--- config.mk ---
export PLATFORM = sky130hd
export DESIGN_NAME = swsp_regs
export DESIGN_NICKNAME = d
export VERILOG_FILES = /design/src/inc/swsp_pkg.sv /design/src/swsp_regs.sv
export SDC_FILE = /design/constraint.sdc
export NUM_CORES = 1
export LEC_CHECK = 0
export ABC_AREA = 1
export BUFFER_PORTS_ARGS = -buffer_cell sky130_fd_sc_hd__buf_2
export CAP_MARGIN = 20
export CORE_MARGIN = 2
export CORE_UTILIZATION = 59
export CTS_BUF_LIST = sky130_fd_sc_hd__clkbuf_4 sky130_fd_sc_hd__clkbuf_8 sky130_fd_sc_hd__clkbuf_16
export CTS_CLUSTER_SIZE = 30
export DETAILED_ROUTE_END_ITERATION = 8
export GPL_ROUTABILITY_DRIVEN = 0
export GPL_TIMING_DRIVEN = 0
export PLACE_DENSITY = 0.84
export SKIP_LAST_GASP = 1
export SLEW_MARGIN = 20
export SYNTH_ARGS = -nofsm -noshare
export SYNTH_HDL_FRONTEND = slang
export SYNTH_SLANG_ARGS = --single-unit
--- constraint.sdc ---
create_clock -name clk_in -period 2.6 [get_ports clk_in]
set_clock_uncertainty 0.1 [all_clocks]
set_input_delay 0.52 -clock clk_in [delete_from_list [all_inputs] [get_ports clk_in]]
set_output_delay 0.52 -clock clk_in [all_outputs]
set_load 0.1 [all_outputs]
--- src/inc/swsp_pkg.sv ---
// Behaviour
// - timeout sets periodic wake flag bit 7
// - ack bit 6 write 1 clears flag
// - clock select picks 1 kHz or 32 kHz/32
// - bit 4 enables periodic wake interrupt
// - delay select bits 2:0 pick timeout
// - timeout counts 1 ms ticks
// - oscillator off in stop when 000 and select
// - detect event sets undervolt flag when enabled
// - undervolt ack bit 6 clears flag
// - irq enable bit 5 requests interrupt on flag
// - write-once reset enable forces system reset
// - stop enable keeps detection in stop
// - detector enable bit 2 gates detector bits
// - bit 0 enables reference buffer
// - write-once bits take first write only
// - pending bit 4 is keypad flag and enable
// - pending bit 3 is comparator flag and enable
// - pending bit 2 is overflow flag and enable
// - pending bit 1 is wake flag and enable
// - pending bit 0 undervolt flag, enables
// - reset clears pending summary
package swsp_pkg;
    localparam logic [1:0] SWSP_ADDR_WAKE    = 2'h0;
    localparam logic [1:0] SWSP_ADDR_SUPPLY  = 2'h1;
    localparam logic [1:0] SWSP_ADDR_PENDING = 2'h2;
    localparam int SWSP_FLAG_BIT   = 7;
    localparam int SWSP_ACK_BIT    = 6;
    localparam int SWSP_CLKS_BIT   = 5;
    localparam int SWSP_PERIODIC_IRQ_ENABLE_BIT   = 4;
    localparam int SWSP_UVIE_BIT   = 5;
    localparam int SWSP_UVRE_BIT   = 4;
    localparam int SWSP_UVSE_BIT   = 3;
    localparam int SWSP_DETE_BIT   = 2;
    localparam int SWSP_REFB_BIT   = 0;
    localparam int SWSP_PEND_KEY   = 4;
    localparam int SWSP_PEND_CMP   = 3;
    localparam int SWSP_PEND_TMR   = 2;
    localparam int SWSP_PEND_WAKE  = 1;
    localparam int SWSP_PEND_UV    = 0;
    localparam logic [2:0] SWSP_SEL_OFF = 3'h0;
    localparam logic [4:0] SWSP_FAST_DIV = 5'h1f; // 32 kHz edges per ms, minus 1
    // last 1 ms tick index of each period
    localparam logic [9:0] SWSP_LAST_8MS    = 10'h007;
    localparam logic [9:0] SWSP_LAST_32MS   = 10'h01f;
    localparam logic [9:0] SWSP_LAST_64MS   = 10'h03f;
    localparam logic [9:0] SWSP_LAST_128MS  = 10'h07f;
    localparam logic [9:0] SWSP_LAST_256MS  = 10'h0ff;
    localparam logic [9:0] SWSP_LAST_512MS  = 10'h1ff;
    localparam logic [9:0] SWSP_LAST_1024MS = 10'h3ff;
    localparam logic [7:0] SWSP_WAKE_RESET   = 8'h00;
    localparam logic [7:0] SWSP_SUPPLY_RESET = 8'h00;
    localparam logic [7:0] SWSP_ZERO         = 8'h00;
    localparam logic [7:0] SWSP_WAKE_RMASK   = 8'hbf;
    localparam logic [7:0] SWSP_SUPPLY_RMASK = 8'hbd;

    typedef struct packed {
        logic [7:0] addr;
        logic [7:0] wdata;
        logic       wr;
        logic       rd;
    } swsp_bus_t;

    typedef struct packed {
        logic       keypad_flag;
        logic       keypad_irq_enable;
        logic       comparator_flag;
        logic       comparator_irq_enable;
        logic       timer_overflow_flag;
        logic       timer_overflow_irq_enable;
    } swsp_periph_t;

    typedef struct packed {
        logic       clk_slow;
        logic       clk_fast;
        logic       uv_detect;
        logic       stop_mode;
    } swsp_sync_t;

    typedef struct packed {
        swsp_sync_t  s1;
        swsp_sync_t  s2;
        logic        slow_d;
        logic        fast_d;
        logic [4:0]  fast_div;
        logic [9:0]  ms_count;
        logic        periodic_wake_flag;
        logic        periodic_clock_select;
        logic        periodic_irq_enable;
        logic [2:0]  periodic_delay_select;
        logic        undervolt_flag;
        logic        undervolt_irq_enable;
        logic        undervolt_reset_enable;
        logic        undervolt_stop_enable;
        logic        detector_enable;
        logic        ref_buffer_enable;
        logic        once_done;
        logic [7:0]  pending;
        logic [7:0]  rdata;
    } swsp_state_t;
endpackage

--- src/swsp_regs.sv ---
// Design decisions made here: the register offsets and strobed register access.
`timescale 1ns/1ps
`default_nettype none
module swsp_regs
    import swsp_pkg::*;
(
    // clock and reset
    input  wire logic         clk_in,
    input  wire logic         reset_n_in,
    // register port
    input  wire swsp_bus_t    bus_in,
    output logic [7:0]        rdata_out,
    // outside clocks, detector and stop mode, asynchronous
    input  wire logic         osc_1khz_in,
    input  wire logic         osc_32khz_in,
    input  wire logic         uv_detect_in,
    input  wire logic         stop_mode_in,
    // flags of neighbouring modules, same clock
    input  wire swsp_periph_t periph_in,
    // controls out
    output logic              periodic_irq_out,
    output logic              undervolt_irq_out,
    output logic              undervolt_reset_out,
    output logic              detector_on_out,
    output logic              ref_buffer_on_out,
    output logic              osc_1khz_off_out
);
    swsp_state_t st;
    swsp_state_t next_st;

    function automatic logic [9:0] swsp_period(input logic [2:0] sel);
        case (sel)
            3'h1:    swsp_period = SWSP_LAST_8MS;
            3'h2:    swsp_period = SWSP_LAST_32MS;
            3'h3:    swsp_period = SWSP_LAST_64MS;
            3'h4:    swsp_period = SWSP_LAST_128MS;
            3'h5:    swsp_period = SWSP_LAST_256MS;
            3'h6:    swsp_period = SWSP_LAST_512MS;
            3'h7:    swsp_period = SWSP_LAST_1024MS;
            default: swsp_period = 10'h000;
        endcase
    endfunction

    logic       tick;
    logic       timeout;
    logic       uv_active;
    logic       wr_wake;
    logic       wr_supply;
    logic [9:0] last;
    swsp_sync_t raw;

    always_comb begin
        raw = '{clk_slow: osc_1khz_in, clk_fast: osc_32khz_in,
                uv_detect: uv_detect_in, stop_mode: stop_mode_in};
        next_st = st;
        next_st.s1 = raw;
        next_st.s2 = st.s1;
        next_st.slow_d = st.s2.clk_slow;
        next_st.fast_d = st.s2.clk_fast;
        wr_wake   = bus_in.wr && bus_in.addr[1:0] == SWSP_ADDR_WAKE;
        wr_supply = bus_in.wr && bus_in.addr[1:0] == SWSP_ADDR_SUPPLY;
        // 1 ms tick source
        tick = 1'b0;
        if (st.periodic_clock_select) begin
            if (st.s2.clk_fast && !st.fast_d) begin
                next_st.fast_div = st.fast_div + 5'h01;
                tick = st.fast_div == SWSP_FAST_DIV;
            end
        end else begin
            next_st.fast_div = 5'h00;
            tick = st.s2.clk_slow && !st.slow_d;
        end
        last = swsp_period(st.periodic_delay_select);
        timeout = 1'b0;
        if (st.periodic_delay_select == SWSP_SEL_OFF) begin
            next_st.ms_count = 10'h000;
        end else if (tick) begin
            if (st.ms_count >= last) begin
                next_st.ms_count = 10'h000;
                timeout = 1'b1;
            end else begin
                next_st.ms_count = st.ms_count + 10'h001;
            end
        end
        // wake flag: set wins over ack
        if (wr_wake && bus_in.wdata[SWSP_ACK_BIT])
            next_st.periodic_wake_flag = 1'b0;
        if (timeout)
            next_st.periodic_wake_flag = 1'b1;
        if (wr_wake) begin
            next_st.periodic_clock_select = bus_in.wdata[SWSP_CLKS_BIT];
            next_st.periodic_irq_enable = bus_in.wdata[SWSP_PERIODIC_IRQ_ENABLE_BIT];
            next_st.periodic_delay_select = bus_in.wdata[2:0];
        end
        // undervolt detector
        uv_active = st.detector_enable &&
                    (!st.s2.stop_mode || st.undervolt_stop_enable);
        if (wr_supply) begin
            next_st.undervolt_irq_enable = bus_in.wdata[SWSP_UVIE_BIT];
            next_st.undervolt_stop_enable = bus_in.wdata[SWSP_UVSE_BIT];
            next_st.ref_buffer_enable = bus_in.wdata[SWSP_REFB_BIT];
            if (!st.once_done) begin
                next_st.once_done = 1'b1;
                next_st.undervolt_reset_enable = bus_in.wdata[SWSP_UVRE_BIT];
                next_st.detector_enable = bus_in.wdata[SWSP_DETE_BIT];
            end
            if (bus_in.wdata[SWSP_ACK_BIT])
                next_st.undervolt_flag = 1'b0;
        end
        if (uv_active && st.s2.uv_detect)
            next_st.undervolt_flag = 1'b1;
        // pending summary from next values
        next_st.pending = SWSP_ZERO;
        next_st.pending[SWSP_PEND_KEY] = periph_in.keypad_flag &&
            periph_in.keypad_irq_enable;
        next_st.pending[SWSP_PEND_CMP] = periph_in.comparator_flag &&
            periph_in.comparator_irq_enable;
        next_st.pending[SWSP_PEND_TMR] = periph_in.timer_overflow_flag &&
            periph_in.timer_overflow_irq_enable;
        next_st.pending[SWSP_PEND_WAKE] = next_st.periodic_wake_flag &&
            next_st.periodic_irq_enable;
        next_st.pending[SWSP_PEND_UV] = next_st.undervolt_flag &&
            next_st.undervolt_irq_enable && next_st.detector_enable;
        // read data
        next_st.rdata = SWSP_ZERO;
        if (bus_in.rd) begin
            case (bus_in.addr[1:0])
                SWSP_ADDR_WAKE: next_st.rdata = SWSP_WAKE_RMASK &
                    {st.periodic_wake_flag, 1'b0, st.periodic_clock_select,
                     st.periodic_irq_enable, 1'b0,
                     st.periodic_delay_select};
                SWSP_ADDR_SUPPLY: next_st.rdata = SWSP_SUPPLY_RMASK &
                    {st.undervolt_flag, 1'b0, st.undervolt_irq_enable,
                     st.undervolt_reset_enable, st.undervolt_stop_enable,
                     st.detector_enable, 1'b0, st.ref_buffer_enable};
                SWSP_ADDR_PENDING: next_st.rdata = st.pending;
                default: next_st.rdata = SWSP_ZERO;
            endcase
        end
    end

    always_ff @(posedge clk_in or negedge reset_n_in) begin
        if (!reset_n_in) begin
            st <= '0;
        end else begin
            st <= next_st;
        end
    end

    assign rdata_out = st.rdata;
    assign periodic_irq_out = st.pending[SWSP_PEND_WAKE];
    assign undervolt_irq_out = st.pending[SWSP_PEND_UV];
    assign undervolt_reset_out = st.undervolt_flag &&
        st.undervolt_reset_enable && st.detector_enable;
    assign detector_on_out = st.detector_enable &&
        (!st.s2.stop_mode || st.undervolt_stop_enable);
    assign ref_buffer_on_out = st.ref_buffer_enable;
    assign osc_1khz_off_out = st.s2.stop_mode &&
        st.periodic_delay_select == SWSP_SEL_OFF &&
        st.periodic_clock_select;
endmodule
`default_nettype wire

======== Word-level counts from Yosys, hierarchy flattened ========
Index checks and enable logic that the tools add are counted.
storage, ports and cells
  bits in registers ....................... 51
  latch bits .............................. 0
  memory bits (writable) .................. 0
  ROM bits ................................ 0
  output and inout bits ................... 14
  memories ................................ 0
operators by class
  add/sub/neg operators ................... 2
  $mul .................................... 0
  divide/modulo/power cells ............... 0
  $lt $le $gt $ge ......................... 1
  eq/ne operators ......................... 11
  shift-type cells ........................ 0
  multiplexer cells ....................... 21
  bitwise operators ....................... 1
  reduce and logical (&&, ||, !) cells .... 25
operators by type and width
  cell                   number
  $pmux 10 s7            1
  $mux 10                3
  $pmux 8 s3             1
  $logic_and 1x1->1      17
  $eq 3x3->1 const B     4
  $mux 1                 11
  $add 10x1->10 const B  1
  $ge 10x10->1           1
  $mux 5                 2
  $mux 8                 1
  $mux 7                 1
  $eq 3x2->1 const B     2
  $add 5x1->5 const B    1
  $eq 5x5->1 const B     1
  $mux 4                 1
  $eq 3x1->1 const B     1
  $logic_not 1->1        3
  $logic_not 3->1        1
  $eq 2x1->1 const B     1
  $eq 2x2->1 const B     1
  $logic_not 2->1        1
  $ne 2x1->1 const B     1
  $reduce_and 2->1       1
  $reduce_bool 2->1      1
  2 further kinds        2

======== Longest topological paths before layout ========
  depth after elaboration ................. 8
  gate-level depth with buffers ........... 13
  gate-level depth less buffers ........... 13

======== Least setup slack after synthesis ========
OpenSTA, ideal clock, no wires.
  path kind ............................... flip-flop to output port
  start ................................... reg st[24] (netlist bit)
  end ..................................... out osc_1khz_off_out
  arrival ................................. 2.758 ns
  data required time ...................... 1.980 ns
  setup slack ............................. -0.778 ns
  cell stages (with the launch flop) ...... 4
  path buffers ............................ 0
  cell sequence ........................... dfrtp_1 > nor2_2 > nand2_4 > nor3_1
between the ends
  cells in the longest elaborated chain, start to end .. 3
ends and longest elaborated chain
  item                      line              source
  start: declaration        swsp_regs.sv:28   swsp_state_t st;
  start signal: assignment  swsp_regs.sv:146  st <= next_st;
  $logic_not 3->1           swsp_regs.sv:159  st.periodic_delay_select == SWSP_SEL_OFF &&
  $logic_and 1x1->1         swsp_regs.sv:158  assign osc_1khz_off_out = st.s2.stop_mode &&
  $logic_and 1x1->1         swsp_regs.sv:159
  end: declaration          swsp_regs.sv:26   output logic osc_1khz_off_out
No other way between the ends.

======== Worst setup path after layout ========
Same ends and word-level chain as after synthesis.

==> impl_results.md <==
* Status: finished clean
* Worst rel slew slack at 0.5908
* CTS tree: built
* Initial cell density of the core at 0.6112
* Die W at 68.14 µm
* Hold Vio Cnt, Final at 0
* Via/cell ratio at 4.942
* Power density cells at 604.6 nW/µm²
* FF+latch count, synth at 50
* Synth warn at 0
* Clock Tree Root: clkbuf_8
* Fin Setup TNS at 0 ps
* Initial antenna violation count at 0
* Total wire length at 4707 µm
* Clk sinks at 50
* Largest net degree at the start of global routing at 51
* Max-cap violations at 0
* Crit-path max FO at 7
* CP max stage delay at 490 ps
* Register area share after synthesis at 0.5155
* CP endpoint kind: output pin
* Crit start category: flip-flop
* Hold crit path type: primary input to asynchronous set/reset pin
* Post-Syn Area at 2427 µm²
* N_diodes at 0
* Distinct cell type count after synthesis at 25
* CP arrival at 1790 ps
* Area share of the largest cell type after synthesis at 0.5155
* Fin crit share at 0.9287
* Grt met2 use at 0.3617
* Met3 GRT Util at 0.06908
* Final setup viols at 0
* Via count of the routed design at 1868
* Drt wl/cell at 12.45 µm
* Post-CTS Setup Inserts at 0
* Synthesized area per cell at 8.517 µm²
* Gr usage total at 0.2261
* Post-layout minimum cycle time at 2415 ps
* Fin nets at 369
* Final max-slew violation count at 0
* Die Area at 4643 µm²
* Slowest CP cell: dfrtp_1
* Leakage at 0.001586 µW
* Input/output buffers at 35
* CP top delay family: simple AND/OR/NAND/NOR gates
* Clock transition at the registers of the reported paths at 100 ps
* Pwr Total at 1673 µW
* # resized after CTS at 0
* CP Buf/Inv Count at 1
* I/O Pins at 44
* DRT iter0 DRCs at 167
* Share of layout cells above drive strength 1 at 0.1982
* Leading cell type in the layout, fill and taps excluded: nand2_1
* Global-route wire length before repair at 7569 µm
* Final WS setup at 185.3 ps
* FF-to-FF setup slack at 590 ps
* Top cells by area, synth: dfrtp_1 (52%), nand2_1 (12%), inv_1 (7.1%), ha_1 (6.2%), o21ai_0 (3.7%)
* Drt drc at 0
* Die span in y at 68.14 µm
* Achievable Freq at 0.4141 GHz
* Grt ovf at 0
* Most frequent cells in the layout: nand2_1 (77), dfrtp_1 (50), inv_1 (46)
* Cts hold-fix bufs at 0
* Antenna Nets Post-Route at 0
* H-tree Lvls at 2
* GRT Max-Usage Layer: met2
* Worst hold slack at 93.34 ps
* Tightest Pin Transition at 613.9 ps
* Worst path cell trace: nor2_2 > nand2_4 > nor3_2 > buf_2
* Clock latency at the later pin of the worst-skew pair at 320 ps
* Synthesized net count at 327
* Vias in the first global route at 1700
* DP HPWL at 3471 µm
* WS Path Type: flip-flop to output pin
* Synth area leader: dfrtp_1
* RSZ-0062 raised after global routing: no
* Iteration count of the initial detailed-routing pass at 4
* Cell Rows at 23
* Worst EP required at 1980 ps
* Met1 Track Usage GR at 0.3023
* Peak VDD IR at 444.8 µV
* Core area at 3971 µm²
* Pre-CTS setup slack at 540.4 ps
* CTS buffer count at 5
* Area delta synth->final at 13.97%
* Cells after Synth at 285
* Clock Path Buffers at 2
-- Yosys cell counts, drive strengths merged --
| cell | count |
|---|---|
| o31ai | 1 |
| buf | 9 |
| nor2 | 24 |
| mux2 | 1 |
| ha | 12 |
| o21ai | 18 |
| inv | 47 |
| nand2 | 82 |
| a21oi | 13 |
| nand3b | 1 |
| o211ai | 1 |
| and3 | 1 |
| nor3 | 5 |
| nand4 | 2 |
| or2 | 1 |
| conb | 1 |
| dfrtp | 50 |
| xor2 | 4 |
| nand3 | 12 |
-- where the power goes --
part | leakage (µW) | switching (µW) | internal (µW) | total (µW)
registers | 0.000643 | 44.9 | 827 | 872
logic | 0.000899 | 230 | 93.2 | 323
clock network | 0.0000447 | 283 | 195 | 477
-- area by class of cell --
| cell class | instances | area (µm²) |
|---|---|---|
| sequential | 50 | 1251 |
| fill | 333 | 1205 |
| multi-input combinational | 179 | 937.1 |
| timing repair buffer | 35 | 177.7 |
| inverter | 47 | 176.4 |
| clock buffer | 5 | 68.82 |
| buffer | 9 | 67.56 |
| tap | 50 | 62.56 |
| clock inverter | 3 | 25.02 |
-- metrics by stage --
step                cells  utilization  instance area, µm²
floorplan             285            -                2432
global placement      370       0.6723                2670
detailed placement    370       0.6723                2670
CTS                   378       0.6960                2764
global route          378       0.6966                2766
finish                378       0.6966                2766
-- path summary, 6_finish.rpt --
check	from	end	cells after the start
hold reg to reg	next_st[47]	st[47]	0
max in group asynchronous	reset_n_in	st[37]	1
setup reg to reg	st[24]	st[36]	11
hold / removal	reset_n_in	st[36]	1
setup / recovery	st[24]	osc_1khz_off_out	4
min in group clk_in	stop_mode_in	next_st[46]	1
-- layer usage --
layer,part of all wire,vias to the layer above
met4,0.013,0
met3,0.041,6
met1,0.45,857
met2,0.50,39
met5,0,-
li1,-,966
-- logic make-up (layout without fill, tap and decap cells) --
family | Yosys count | count (layout) | synth area share
flops | 50 | 50 | 0.5155
xor+xnor | 4 | 4 | 0.01443
fa+ha+maj | 12 | 12 | 0.06185
buf+inv | 56 | 99 | 0.1005
compound gates | 33 | 33 | 0.07011
mux | 1 | 1 | 0.004639
other cells | 1 | 1 | 0.001545
simple gates | 128 | 128 | 0.2314
-- flip-flops by register name, summed over array words and instances (netlist names) --
signal	cells
rdata_out	7
ref_buffer_on_out	1
undervolt_irq_out	1
next_st	6
periodic_irq_out	1
st	34
No activity file was read; power rests on OpenSTA's default activity.
